[src/mla_pkg.sv]
`default_nettype none
package mla_pkg;
	// =========================================================
	// timing
	localparam int CLK_HZ       = 10_000_000;
	localparam int CYC_PER_MS   = CLK_HZ / 1000;
	localparam int KEY_HOLD_MS  = 5000;
	// the key pair must be held longer than the hold time
	localparam int KEY_HOLD_CYC = KEY_HOLD_MS * CYC_PER_MS + 1;
	localparam int BLINK_MS     = 500;
	localparam int BLINK_CYC    = BLINK_MS * CYC_PER_MS;
	// =========================================================
	// sizes and codes
	localparam int N_COND     = 32;
	localparam int HIST_DEPTH = 4;
	localparam int TERM_N     = 6;
	localparam int CODE_W     = 8;
	localparam logic [7:0] TERM_FUNC_MINOR = 8'h62;
	// =========================================================
	// register byte addresses
	localparam int ADR_W = 8;
	localparam logic [7:0] ADR_STATUS   = 8'h00;
	localparam logic [7:0] ADR_CLASS0   = 8'h04;
	localparam logic [7:0] ADR_CLASS1   = 8'h08;
	localparam logic [7:0] ADR_TERM0    = 8'h0c;
	localparam logic [7:0] ADR_TERM1    = 8'h10;
	localparam logic [7:0] ADR_IRQ_STAT = 8'h14;
	localparam logic [7:0] ADR_IRQ_MASK = 8'h18;
	localparam logic [7:0] ADR_HIST0    = 8'h20;
	localparam logic [7:0] ADR_HIST_END = 8'h2c;
	// =========================================================
	// fields
	localparam int ST_MINOR  = 0;
	localparam int ST_TEST   = 1;
	localparam int ST_EFAULT = 2;
	localparam int ST_DISP   = 3;
	localparam int ST_IND    = 4;
	localparam int ST_LAMP   = 5;
	localparam int IRQ_W         = 4;
	localparam int IRQ_MINOR_ON  = 0;
	localparam int IRQ_MINOR_OFF = 1;
	localparam int IRQ_TEST      = 2;
	localparam int IRQ_EFAULT    = 3;
	// =========================================================
	// reset values
	localparam logic [31:0]      CLASS_RST = 32'h0000_0000;
	localparam logic [31:0]      TERM_RST  = 32'h0000_0000;
	localparam logic [IRQ_W-1:0] MASK_RST  = 4'h0;
endpackage : mla_pkg
`default_nettype wire

[src/mla_timer.sv]
`timescale 1ns/1ps
`default_nettype none
// counts enabled cycles; pulses done after CYC of them
module mla_timer #(
	parameter int CYC      = 2,
	parameter bit PERIODIC = 1'b0
) (
	input  wire logic clk_i, // system clock
	input  wire logic rst_i, // async reset, high
	input  wire logic en_i,  // count while high, restart when low
	output var  logic done_o // one-cycle pulse
);
	localparam int W = $clog2(CYC + 1);
	localparam logic [W-1:0] LAST = W'(CYC - 1);

	if (CYC < 1) begin : g_bad_cyc
		$error("mla_timer: CYC must be at least 1");
	end

	logic [W-1:0] cnt;
	logic         spent;
	wire          hit = en_i && !spent && (cnt == LAST);

	always_ff @(posedge clk_i or posedge rst_i) begin
		if (rst_i) begin
			cnt    <= '0;
			spent  <= 1'b0;
			done_o <= 1'b0;
		end else begin
			done_o <= hit;
			if (!en_i || hit) begin
				cnt <= '0;
			end else if (!spent) begin
				cnt <= cnt + W'(1);
			end
			// one-shot mode waits for en to drop before it can fire again
			spent <= en_i && (spent || (hit && !PERIODIC));
		end
	end
endmodule : mla_timer
`default_nettype wire

[src/mla_hist.sv]
`timescale 1ns/1ps
`default_nettype none
// age-ordered factor history, entry 0 is the latest
module mla_hist #(
	parameter int DEPTH = 4,
	parameter int W     = 8
) (
	input  wire logic                     clk_i,     // system clock
	input  wire logic                     rst_i,     // async reset, high
	input  wire logic                     push_i,    // record a new factor
	input  wire logic [W-1:0]             code_i,    // factor code to record
	input  wire logic [$clog2(DEPTH)-1:0] rd_addr_i, // entry age to read
	output var  logic [W-1:0]             rd_data_o, // registered read data
	output var  logic [W-1:0]             latest_o   // entry 0
);
	if (DEPTH < 2) begin : g_bad_depth
		$error("mla_hist: DEPTH must be at least 2");
	end

	logic [W-1:0] mem [DEPTH];

	// =========================================================
	// shift on push
	// older factors age
	for (genvar i = 0; i < DEPTH; i++) begin : g_ent
		always_ff @(posedge clk_i or posedge rst_i) begin
			if (rst_i) begin
				mem[i] <= '0;
			end else if (push_i) begin
				mem[i] <= (i == 0) ? code_i : mem[(i == 0) ? 0 : i - 1];
			end
		end
	end

	always_ff @(posedge clk_i or posedge rst_i) begin
		if (rst_i) begin
			rd_data_o <= '0;
		end else begin
			rd_data_o <= mem[rd_addr_i];
		end
	end

	assign latest_o = mem[0];
endmodule : mla_hist
`default_nettype wire

[src/mla_annunciator.sv]
// Summary of operation
// - raise test alarm after key pair held continuously longer than five seconds.
// - escape key press during test alarm clears it.
// - enable-circuit fault latches; alarm reset input cannot clear it, only power.
// - minor alarm keeps running, no trip, shows minor-alarm indication.
// - during minor alarm blink keypad-control lamp and assert minor-alarm signal.
// - terminal carries minor-alarm signal only when its function code is 98.
// - class0 setting chooses per condition minor or heavy alarm; class1 is not used.
// - latest minor-alarm factor is recorded as a readable alarm code.
// - previous three factors are kept in age order, each readable.
// - operator may return to normal display; lamp keeps blinking.
// - factor removed clears indication and lamp; blinking while any factor remains.
// - minor-alarm output drops by itself once all factors are gone.
`timescale 1ns/1ps
`default_nettype none
module mla_annunciator #(
	parameter int KEY_HOLD_CYC = mla_pkg::KEY_HOLD_CYC,
	parameter int BLINK_CYC    = mla_pkg::BLINK_CYC,
	parameter int N_COND       = mla_pkg::N_COND
) (
	input  wire logic                        SYS_CLK_I,      // 10 MHz clock
	input  wire logic                        SYS_RST_I,      // async reset, high
	input  wire logic                        CYC_I,          // wishbone cycle
	input  wire logic                        STB_I,          // wishbone strobe
	input  wire logic                        WE_I,           // wishbone write
	input  wire logic [mla_pkg::ADR_W-1:0]   ADR_I,          // byte address
	input  wire logic [3:0]                  SEL_I,          // byte selects
	input  wire logic [31:0]                 DAT_I,          // write data
	output var  logic [31:0]                 DAT_O,          // read data
	output var  logic                        ACK_O,          // wishbone ack
	input  wire logic [N_COND-1:0]           COND_I,         // detected abnormal conditions
	input  wire logic                        KEY_A_I,        // first key of test pair
	input  wire logic                        KEY_B_I,        // second key of test pair
	input  wire logic                        KEY_ESC_I,      // escape key
	input  wire logic                        KEY_DISP_I,     // return-to-normal-display key
	input  wire logic                        ALARM_RESET_I,  // alarm reset command
	input  wire logic                        ENABLE_FAULT_I, // enable-circuit fault detected
	output var  logic                        TEST_ALARM_O,   // test alarm state
	output var  logic                        ENABLE_FAULT_O, // latched enable-circuit fault
	output var  logic                        MINOR_IND_O,    // minor_alarm_indication shown
	output var  logic                        LAMP_O,         // keypad-control lamp
	output var  logic                        MINOR_ALARM_O,  // minor_alarm_output signal
	output var  logic [mla_pkg::TERM_N-1:0]  TERM_O,         // digital output terminals
	output var  logic                        IRQ_O           // level interrupt
);
	localparam int HA_W = $clog2(mla_pkg::HIST_DEPTH);

	if (N_COND < 1 || N_COND > 32) begin : g_bad_cond
		$error("mla_annunciator: N_COND must be 1..32");
	end
	if (N_COND >= (1 << mla_pkg::CODE_W) - 1) begin : g_bad_code
		$error("mla_annunciator: codes too narrow");
	end

	// =========================================================
	// functions
	function automatic logic [31:0] merge_sel(input logic [31:0] old, input logic [31:0] nw,
	                                          input logic [3:0] sel);
		logic [31:0] r;
		r = old;
		for (int b = 0; b < 4; b++) begin
			if (sel[b]) r[b*8 +: 8] = nw[b*8 +: 8];
		end
		return r;
	endfunction : merge_sel

	// code of the lowest set condition, plus one so zero means none
	function automatic logic [mla_pkg::CODE_W-1:0] first_code(input logic [N_COND-1:0] v);
		logic [mla_pkg::CODE_W-1:0] c;
		c = '0;
		for (int k = N_COND - 1; k >= 0; k--) begin
			if (v[k]) c = mla_pkg::CODE_W'(k + 1);
		end
		return c;
	endfunction : first_code

	// =========================================================
	// registers
	logic [31:0]               class0;
	logic [31:0]               class1;
	logic [31:0]               term0;
	logic [31:0]               term1;
	logic [mla_pkg::IRQ_W-1:0] irq_stat;
	logic [mla_pkg::IRQ_W-1:0] irq_mask;
	logic                      pend;
	logic                      disp_normal;
	logic [N_COND-1:0]         cond_prev;

	// =========================================================
	// bus decode
	wire                      req       = CYC_I && STB_I && !pend && !ACK_O;
	// a write lands at the edge where the master samples ack
	wire                      wr        = CYC_I && STB_I && WE_I && ACK_O;
	wire                      wr_class0 = wr && (ADR_I == mla_pkg::ADR_CLASS0);
	wire                      wr_class1 = wr && (ADR_I == mla_pkg::ADR_CLASS1);
	wire                      wr_term0  = wr && (ADR_I == mla_pkg::ADR_TERM0);
	wire                      wr_term1  = wr && (ADR_I == mla_pkg::ADR_TERM1);
	wire                      wr_istat  = wr && (ADR_I == mla_pkg::ADR_IRQ_STAT);
	wire                      wr_imask  = wr && (ADR_I == mla_pkg::ADR_IRQ_MASK);
	wire                      hist_hit  = (ADR_I >= mla_pkg::ADR_HIST0) && (ADR_I <= mla_pkg::ADR_HIST_END)
	                                      && (ADR_I[1:0] == 2'b00);
	wire [HA_W-1:0]           hist_addr = ADR_I[2 +: HA_W];
	wire [31:0]               w1c       = merge_sel(32'h0000_0000, DAT_I, SEL_I);
	wire [31:0]               mask_wr   = merge_sel(32'(irq_mask), DAT_I, SEL_I);

	// =========================================================
	// minor alarm detection
	// class0 setting picks minor conditions
	wire [63:0]               class_all  = {class1, class0};
	wire [N_COND-1:0]         class_mask = class_all[N_COND-1:0];
	wire [N_COND-1:0]         minor_cond = COND_I & class_mask;
	wire                      next_minor = |minor_cond;
	wire [N_COND-1:0]         rise       = minor_cond & ~cond_prev;
	wire                      push       = |rise;
	wire [mla_pkg::CODE_W-1:0] push_code = first_code(rise);
	// normal display on request, lasts while alarm persists
	wire                      next_disp  = next_minor && (disp_normal || (KEY_DISP_I && MINOR_ALARM_O));

	wire [63:0]               term_all = {term1, term0};
	wire [mla_pkg::TERM_N-1:0] term_is_minor;
	for (genvar t = 0; t < mla_pkg::TERM_N; t++) begin : g_term
		assign term_is_minor[t] = (term_all[t*8 +: 8] == mla_pkg::TERM_FUNC_MINOR);
	end

	// =========================================================
	// timers and history
	logic                      hold_done;
	logic                      blink_tick;
	logic [mla_pkg::CODE_W-1:0] hist_rd;
	logic [mla_pkg::CODE_W-1:0] hist_latest;

	mla_timer #(.CYC(KEY_HOLD_CYC), .PERIODIC(1'b0)) u_hold (
		.clk_i  (SYS_CLK_I),
		.rst_i  (SYS_RST_I),
		.en_i   (KEY_A_I && KEY_B_I),
		.done_o (hold_done)
	);

	mla_timer #(.CYC(BLINK_CYC), .PERIODIC(1'b1)) u_blink (
		.clk_i  (SYS_CLK_I),
		.rst_i  (SYS_RST_I),
		.en_i   (MINOR_ALARM_O),
		.done_o (blink_tick)
	);

	// latest factor recorded on each cycle with a new minor condition, the lowest if several
	mla_hist #(.DEPTH(mla_pkg::HIST_DEPTH), .W(mla_pkg::CODE_W)) u_hist (
		.clk_i     (SYS_CLK_I),
		.rst_i     (SYS_RST_I),
		.push_i    (push),
		.code_i    (push_code),
		.rd_addr_i (hist_addr),
		.rd_data_o (hist_rd),
		.latest_o  (hist_latest)
	);

	// =========================================================
	// read mux
	wire [31:0] status = 32'({LAMP_O, MINOR_IND_O, disp_normal, ENABLE_FAULT_O, TEST_ALARM_O, MINOR_ALARM_O});
	wire [31:0] rd_mux =
		(ADR_I == mla_pkg::ADR_STATUS)   ? status :
		(ADR_I == mla_pkg::ADR_CLASS0)   ? class0 :
		(ADR_I == mla_pkg::ADR_CLASS1)   ? class1 :
		(ADR_I == mla_pkg::ADR_TERM0)    ? term0 :
		(ADR_I == mla_pkg::ADR_TERM1)    ? term1 :
		(ADR_I == mla_pkg::ADR_IRQ_STAT) ? 32'(irq_stat) :
		(ADR_I == mla_pkg::ADR_IRQ_MASK) ? 32'(irq_mask) :
		hist_hit                         ? 32'(hist_rd) : 32'h0000_0000;

	// events: set beats a same-cycle clear
	wire [mla_pkg::IRQ_W-1:0] ev = {
		ENABLE_FAULT_I && !ENABLE_FAULT_O,
		hold_done && !TEST_ALARM_O,
		!next_minor && MINOR_ALARM_O,
		next_minor && !MINOR_ALARM_O};
	wire [mla_pkg::IRQ_W-1:0] next_irq_stat = (irq_stat & ~(wr_istat ? w1c[mla_pkg::IRQ_W-1:0] : '0)) | ev;

	// =========================================================
	// bus slave
	always_ff @(posedge SYS_CLK_I or posedge SYS_RST_I) begin
		if (SYS_RST_I) begin
			pend  <= 1'b0;
			ACK_O <= 1'b0;
			DAT_O <= 32'h0000_0000;
		end else begin
			pend  <= req;
			ACK_O <= pend;
			DAT_O <= (pend && !WE_I) ? rd_mux : 32'h0000_0000;
		end
	end

	always_ff @(posedge SYS_CLK_I or posedge SYS_RST_I) begin
		if (SYS_RST_I) begin
			class0   <= mla_pkg::CLASS_RST;
			class1   <= mla_pkg::CLASS_RST;
			term0    <= mla_pkg::TERM_RST;
			term1    <= mla_pkg::TERM_RST;
			irq_mask <= mla_pkg::MASK_RST;
		end else begin
			if (wr_class0) class0 <= merge_sel(class0, DAT_I, SEL_I);
			if (wr_class1) class1 <= merge_sel(class1, DAT_I, SEL_I);
			if (wr_term0) term0 <= merge_sel(term0, DAT_I, SEL_I);
			if (wr_term1) term1 <= merge_sel(term1, DAT_I, SEL_I);
			if (wr_imask) irq_mask <= mask_wr[mla_pkg::IRQ_W-1:0];
		end
	end

	always_ff @(posedge SYS_CLK_I or posedge SYS_RST_I) begin
		if (SYS_RST_I) begin
			irq_stat <= '0;
			IRQ_O    <= 1'b0;
		end else begin
			irq_stat <= next_irq_stat;
			IRQ_O    <= |(next_irq_stat & irq_mask);
		end
	end

	// =========================================================
	// alarm state
	always_ff @(posedge SYS_CLK_I or posedge SYS_RST_I) begin
		if (SYS_RST_I) begin
			TEST_ALARM_O   <= 1'b0;
			ENABLE_FAULT_O <= 1'b0;
		end else begin
			// escape clears, a new hold wins
			TEST_ALARM_O   <= hold_done || (TEST_ALARM_O && !KEY_ESC_I);
			ENABLE_FAULT_O <= ENABLE_FAULT_O || ENABLE_FAULT_I;
		end
	end

	always_ff @(posedge SYS_CLK_I or posedge SYS_RST_I) begin
		if (SYS_RST_I) begin
			cond_prev     <= '0;
			disp_normal   <= 1'b0;
			MINOR_ALARM_O <= 1'b0;
			MINOR_IND_O   <= 1'b0;
			LAMP_O        <= 1'b0;
			TERM_O        <= '0;
		end else begin
			cond_prev     <= minor_cond;
			disp_normal   <= next_disp;
			// follows the factors, no reset needed
			MINOR_ALARM_O <= next_minor;
			// indication while minor and not dismissed
			MINOR_IND_O   <= next_minor && !next_disp;
			LAMP_O        <= next_minor && (blink_tick ? !LAMP_O : LAMP_O);
			TERM_O        <= {mla_pkg::TERM_N{next_minor}} & term_is_minor;
		end
	end
endmodule : mla_annunciator
`default_nettype wire

[config.mk]
export PLATFORM = sky130hd
export DESIGN_NAME = mla_annunciator
export DESIGN_NICKNAME = d
export VERILOG_FILES = /design/src/mla_pkg.sv /design/src/mla_timer.sv /design/src/mla_hist.sv /design/src/mla_annunciator.sv
export SDC_FILE = /design/constraint.sdc
export NUM_CORES = 1
export LEC_CHECK = 0
export BUFFER_PORTS_ARGS = -buffer_cell sky130_fd_sc_hd__buf_2
export CAP_MARGIN = 20
export CORE_AREA = 5 5 177 179
export DETAILED_ROUTE_END_ITERATION = 6
export DIE_AREA = 0 0 182 184
export GPL_ROUTABILITY_DRIVEN = 0
export GPL_TIMING_DRIVEN = 0
export PLACE_DENSITY = 0.6
export SYNTH_ARGS = -nofsm -noshare
export SYNTH_HDL_FRONTEND = slang
export SYNTH_SLANG_ARGS = --single-unit
[constraint.sdc]
create_clock -name SYS_CLK_I -period 17.4 [get_ports SYS_CLK_I]
set_input_delay 2.61 -clock SYS_CLK_I [delete_from_list [all_inputs] [get_ports SYS_CLK_I]]
set_output_delay 2.61 -clock SYS_CLK_I [all_outputs]
set_load 0.02 [all_outputs]
Word-level counts from Yosys, hierarchy flattened
Cells that the tools add are included.

operators by class
  mux-type cells = 51
  order comparisons = 3
  bitwise logic cells = 9
  eq/ne operators = 16
  reductions and logical operators = 71
  add/subtract/negate cells = 2

operator list
  kind                   number
  $mux 8                 36
  $mux 32                6
  $and 32x32->32         2
  $reduce_or 32->1       2
  $mux 26                2
  $eq 8x7->1 const B     6
  $mux 23                2
  $reduce_and 2->1       17
  $not 32->32            1
  $logic_and 1x1->1      30
  $add 26x1->26 const B  1
  $eq 26x26->1 const B   1
  $eq 8x5->1 const B     3
  $add 23x1->23 const B  1
  $eq 23x23->1 const B   1
  $bmux 8 s2             1
  $eq 8x4->1 const B     2
  $logic_not 1->1        13
  $and 4x4->4            2
  $eq 8x3->1 const B     1
  $ge 8x6->1 const B     1
  $le 8x6->1 const B     1
  $logic_not 8->1        1
  $mux 4                 2
  11 further kinds       17

word-level totals
  output and inout bits = 45
  bits in registers = 308
  bits of input ports = 87

Logic depth before layout (Yosys ltp)
  depth after elaboration = 34
  gate-level depth with buffers = 9
  depth with buffers taken out = 8

Cells and area by module
Synthesis repeated with hierarchy kept, for this count alone.

unflattened totals
  cells, all modules = 1143
  area, all modules = 13773.2 µm²

by module, submodules not included
  module                area each (µm²)  instances  cells each  sequential area each (µm²)
  mla_annunciator       9161.3           1          736         5380.2
  mla_hist              1666.6           1          95          1001.0
  mla_timer at u_blink  1485.2           1          162         625.6
  mla_timer at u_hold   1460.2           1          150         700.7

Worst setup path before layout
No wires, ideal clock.

  kind = input port to flip-flop
  start = input ADR_I[1] (netlist name)
  end = register class0[0]
  arrival = 4.519 ns
  path slack = 12.756 ns
  stages = 7
  path buffers = 2
  cell sequence = or4_4 > or3_1 > buf_6 > or2_1 > buf_6 > nor2_8 > mux2_4

on the way
  longest elaborated chain between the ends = 3

ends and longest elaborated chain
  item                               RTL line                text
  start: declaration                 mla_annunciator.sv:26   input wire logic [mla_pkg::ADR_W-1:0] ADR_I,
  $eq 8x3->1                         mla_annunciator.sv:94   wire wr_class0 = wr && (ADR_I == mla_pkg::ADR_CLASS0);
  $logic_and 1x1->1                  mla_annunciator.sv:94
  $reduce_and 2->1 (no source line)  -
  end signal: assignment             mla_annunciator.sv:194  class0 <= mla_pkg::CLASS_RST;
  end signal: assignment             mla_annunciator.sv:200  if (wr_class0) class0 <= merge_sel(class0, DAT_I, SEL_I);
  end: declaration                   mla_annunciator.sv:79   logic [31:0] class0;

Every way passes these cells.
A chain may end at the register's enable or synchronous reset.

Worst setup path in the final report
  start = input COND_I[20]
  end = register irq_stat[0] (netlist name)

on the way
  longest elaborated chain between the ends = 4

ends and longest elaborated chain
  item                        RTL line                text
  start: declaration          mla_annunciator.sv:31   input wire logic [N_COND-1:0] COND_I,
  $and 32x32->32              mla_annunciator.sv:111  wire [N_COND-1:0] minor_cond = COND_I & class_mask;
  via minor_cond[20]          mla_annunciator.sv:111
  $reduce_or 32->1            mla_annunciator.sv:112  wire next_minor = |minor_cond;
  via next_minor              mla_annunciator.sv:112
  $logic_and 1x1->1           mla_annunciator.sv:175  next_minor && !MINOR_ALARM_O};
  $or 4x4->4                  mla_annunciator.sv:176  wire [mla_pkg::IRQ_W-1:0] next_irq_stat = (irq_stat & ~(wr_istat ? w1c[mla_pkg::IRQ_W-1:0] : '0)) | ev;
  via next_irq_stat, one bit  mla_annunciator.sv:176
  end signal: assignment      mla_annunciator.sv:213  irq_stat <= next_irq_stat;
  end: declaration            mla_annunciator.sv:83   logic [mla_pkg::IRQ_W-1:0] irq_stat;

The timed path passes the listed nets, and every way through them passes these cells.

==> run_summary.xml <==
<?xml version="1.0" encoding="UTF-8"?>
<metrics>
  <group name="status">
    <metric name="outcome" unit="">complete, no violations</metric>
  </group>
  <group name="die">
    <metric name="fp.dieW" unit="µm">182</metric>
    <metric name="core-area" unit="mm²">0.0294</metric>
    <metric name="fp.dieArea" unit="mm²">0.0335</metric>
    <metric name="floorplan.initialDensity" unit="">0.448</metric>
    <metric name="rows" unit="">63</metric>
    <metric name="floorplan.die.height" unit="µm">184</metric>
    <metric name="top_level_i_o_count" unit="">132</metric>
  </group>
  <group name="yosys">
    <metric name="synthDominantAreaCellType" unit="">sky130_fd_sc_hd__dfrtp_1</metric>
    <metric name="yosysSeqAreaShare" unit="">0.567</metric>
    <metric name="ys_dominant_reg_cell" unit="">sky130_fd_sc_hd__dfrtp_1</metric>
    <metric name="synth.area.top_cells" unit="">sky130_fd_sc_hd__dfrtp_1, sky130_fd_sc_hd__mux2_2, sky130_fd_sc_hd__a22oi_1</metric>
    <metric name="yosys_warnings" unit="">0</metric>
    <metric name="yosys.cell_count.top_type" unit="">sky130_fd_sc_hd__dfrtp_1</metric>
    <metric name="synth-edff-count" unit="">0</metric>
    <metric name="synth_nets" unit="">1162</metric>
    <metric name="post_synth_instance_area" unit="mm²">0.0132</metric>
    <metric name="async_flop_share" unit="">1.00</metric>
    <metric name="seq_cells_post_synth" unit="">298</metric>
    <metric name="portion_of_synthesized_cell_area_occupied_by_the_leading_cell_type" unit="">0.567</metric>
    <metric name="synth_area_per_cell" unit="µm²">12.3</metric>
    <metric name="synth.lib_cells_used.distinct" unit="">74</metric>
    <metric name="ys_top_cells_by_count" unit="">sky130_fd_sc_hd__dfrtp_1, sky130_fd_sc_hd__mux2_2, sky130_fd_sc_hd__nor2_1</metric>
    <metric name="syn-instance-count" unit="">1072</metric>
  </group>
  <group name="place">
    <metric name="detailedPlace.worstSlack" unit="ns">11.79</metric>
    <metric name="dp_hpwl" unit="mm">23.1</metric>
    <metric name="numPortBuffers" unit="">129</metric>
  </group>
  <group name="setup_path">
    <metric name="worst_r2r_path_depth" unit="">6</metric>
    <metric name="critPathRequiredTime" unit="ns">17.82</metric>
    <metric name="worst-endpoint-arrival" unit="ns">5.49</metric>
    <metric name="timing.setup.critical_path_class" unit="">in2reg</metric>
    <metric name="cell_breakdown_of_the_critical_path" unit="">buf_2 -&gt; and2_1 -&gt; or4b_2 -&gt; nor4_1 -&gt; nand2_1 -&gt; inv_1 -&gt; o21ai_0</metric>
    <metric name="critical_path.max_fanout" unit="">9</metric>
    <metric name="crit_path_top_delay_cell" unit="">sky130_fd_sc_hd__nor4_1</metric>
    <metric name="critPathMaxStageDelay" unit="ns">0.83</metric>
    <metric name="critPathLaunchType" unit="">input pin</metric>
    <metric name="endpoint_kind" unit="">register</metric>
  </group>
  <group name="cells_and_area">
    <metric name="synthToLayoutAreaGrowth" unit="%">16.9</metric>
    <metric name="multi_input_comb_area" unit="mm²">0.00541</metric>
    <metric name="post_layout_nets" unit="">1326</metric>
    <metric name="fillCellCount" unit="">2601</metric>
    <metric name="seqCellArea" unit="mm²">0.00746</metric>
    <metric name="final_layout_size_suffix_gt1_frac" unit="">0.300</metric>
  </group>
  <group name="clock_tree">
    <metric name="hold_fix_buffers_at_cts" unit="">0</metric>
    <metric name="ctsResizeCount" unit="">0</metric>
    <metric name="htree_num_levels" unit="">1</metric>
    <metric name="cts_root_buffer" unit="">sky130_fd_sc_hd__clkbuf_16</metric>
    <metric name="tritoncts.num_buffers" unit="">31</metric>
    <metric name="clkLatencyLatePin" unit="ns">0.55</metric>
    <metric name="clock_path_buffers" unit="">3</metric>
    <metric name="numClockSinks" unit="">298</metric>
    <metric name="clk_pin_slew" unit="ns">0.06</metric>
    <metric name="cts_tree" unit="">done</metric>
    <metric name="cts_post_setup_buffers_inserted" unit="">0</metric>
  </group>
  <group name="routing">
    <metric name="drt_drc_violations_left" unit="">0</metric>
    <metric name="detail_route.vias_per_cell" unit="">5.44</metric>
    <metric name="initialDrtViolationCount" unit="">651</metric>
    <metric name="via_count" unit="">8981</metric>
    <metric name="dr.pass1.iters" unit="">5</metric>
    <metric name="route.final.wire_length" unit="mm">32.1</metric>
    <metric name="wl_per_cell" unit="µm">19.4</metric>
    <metric name="antenna_left" unit="">0</metric>
  </group>
  <group name="global_route">
    <metric name="grt_max_degree" unit="">130</metric>
    <metric name="track_usage" unit="">0.190</metric>
    <metric name="number_of_global_route_vias_before_repair" unit="">9116</metric>
    <metric name="grt_pass1_wl" unit="mm">51.1</metric>
    <metric name="global_route.overflow_total" unit="">0</metric>
    <metric name="initial_antenna_violation_count" unit="">2</metric>
  </group>
  <group name="power">
    <metric name="total_power" unit="µW">1440</metric>
    <metric name="worst_vdd_ir" unit="V">0.0000927</metric>
    <metric name="power_density" unit="mW/mm²">93.7</metric>
    <metric name="p_leak" unit="µW">0.00752</metric>
  </group>
  <group name="hold_path">
    <metric name="min-delay-path-class" unit="">reg2reg</metric>
    <metric name="hold-path-cell-count" unit="">0</metric>
  </group>
  <group name="timing">
    <metric name="relSlewSlack" unit="">0.333</metric>
    <metric name="timing_max_transition_violations_final" unit="">0</metric>
    <metric name="final_hold_violations" unit="">0</metric>
    <metric name="rsz0062_at_grt" unit="">no</metric>
    <metric name="report.final.setup_viol" unit="">0</metric>
    <metric name="finalWorstSetupSlack" unit="ns">12.33</metric>
    <metric name="tightestPinTransition" unit="ns">0.991</metric>
    <metric name="fin_worst_skew" unit="ns">0.0155</metric>
    <metric name="fin_tns_setup" unit="ns">0</metric>
    <metric name="fin_crit_sh" unit="">0.291</metric>
    <metric name="clock.fmax" unit="MHz">197</metric>
    <metric name="timing.final.crit_period" unit="ns">5.07</metric>
  </group>
  <group name="job">
    <metric name="cap_viol_max_count" unit="">0</metric>
  </group>
</metrics>
-- cell families after synthesis --
logic type | Yosys count | synth area share
simple gates | 326 | 0.144
flops | 298 | 0.567
compound gates | 167 | 0.0844
mux | 163 | 0.148
buf+inv | 67 | 0.0222
xor+xnor | 48 | 0.0320
fa+ha+maj | 3 | 0.00285
-- metal layers --
layer  GRT usage  part of all wire  wire length [µm]
met1       0.282              0.48             15300
met2       0.293              0.45             14300
met3      0.0309             0.049              1570
met4      0.0489             0.027               861
met5           0           0.00041                13
-- critical path, delay by kind of cell --
family,cells,cell delay (ns)
AO/OA/AOI/OAI,1,0.11
buffers and inverters,2,0.45
AND/OR/NAND/NOR,4,2.32
-- final cells by class --
cell class,count,share of cell area
repair buffers,131,0.0456
clock inverters,8,0.00447
plain buffers,28,0.00944
flip-flops and latches,298,0.485
well taps,390,0.0317
multi-input cells,707,0.352
diodes,1,0.000163
inverters,39,0.0100
clock buffers,49,0.0620
-- registers in the layout, summed over array words and instances, names as in the netlist, 4 cells and up --
| signal | count |
|---|---|
| class0 | 32 |
| u_hist.latest_o | 6 |
| u_hold.cnt | 26 |
| u_hist.rd_data_o | 6 |
| u_hist.mem | 18 |
| DAT_O | 32 |
| u_blink.cnt | 23 |
| class1 | 32 |
| irq_mask | 4 |
| irq_stat | 4 |
| cond_prev | 32 |
| term1 | 32 |
| TERM_O | 6 |
| term0 | 32 |
-- power by group --
part	switching (µW)	total, µW	internal (µW)
clock network	268	656	388
logic	39.2	65.4	26.2
registers	11.1	720	709
total	318	1440	1120
-- metrics by stage --
step | cells | hold WS, ns | util | area (µm²)
2_1_floorplan | 1072 | 0.389 | - | 13200
3_3_place_gp | 1591 | 0.411 | 0.486 | 14300
3_5_place_dp | 1593 | 0.417 | 0.488 | 14400
4_1_cts | 1650 | 0.438 | 0.523 | 15400
5_1_grt | 1651 | 0.459 | 0.523 | 15400
6_report | 1651 | 0.433 | 0.523 | 15400
-- placed cells by master, fill, tap and decap left out, types with 29 or more instances in the layout --
cell type                   count
sky130_fd_sc_hd__dfrtp_1      298
sky130_fd_sc_hd__inv_1         38
sky130_fd_sc_hd__nand2_1       62
sky130_fd_sc_hd__nand3_1       29
sky130_fd_sc_hd__a22oi_1       59
sky130_fd_sc_hd__clkbuf_16     31
sky130_fd_sc_hd__nor2_1        75
sky130_fd_sc_hd__a21oi_1       37
sky130_fd_sc_hd__o21ai_0       29
sky130_fd_sc_hd__xor2_1        31
sky130_fd_sc_hd__buf_2        137
sky130_fd_sc_hd__mux2_2       139
-- worst paths after layout --
| kind | startpoint | slack, ns | to |
|---|---|---|---|
| worst max register to register | class0[20] | 14.04 | irq_stat[0] |
| min in group asynchronous | SYS_RST_I | 2.27 | u_hold.cnt[15] |
| max in group asynchronous | SYS_RST_I | 14.11 | term1[1] |
| worst max-delay path | COND_I[20] | 12.33 | irq_stat[0] |
| worst min-delay path | pend | 0.43 | ACK_O |
| worst min register to register | pend | 0.43 | ACK_O |
Note: power is estimated with default switching activity, not from simulation.
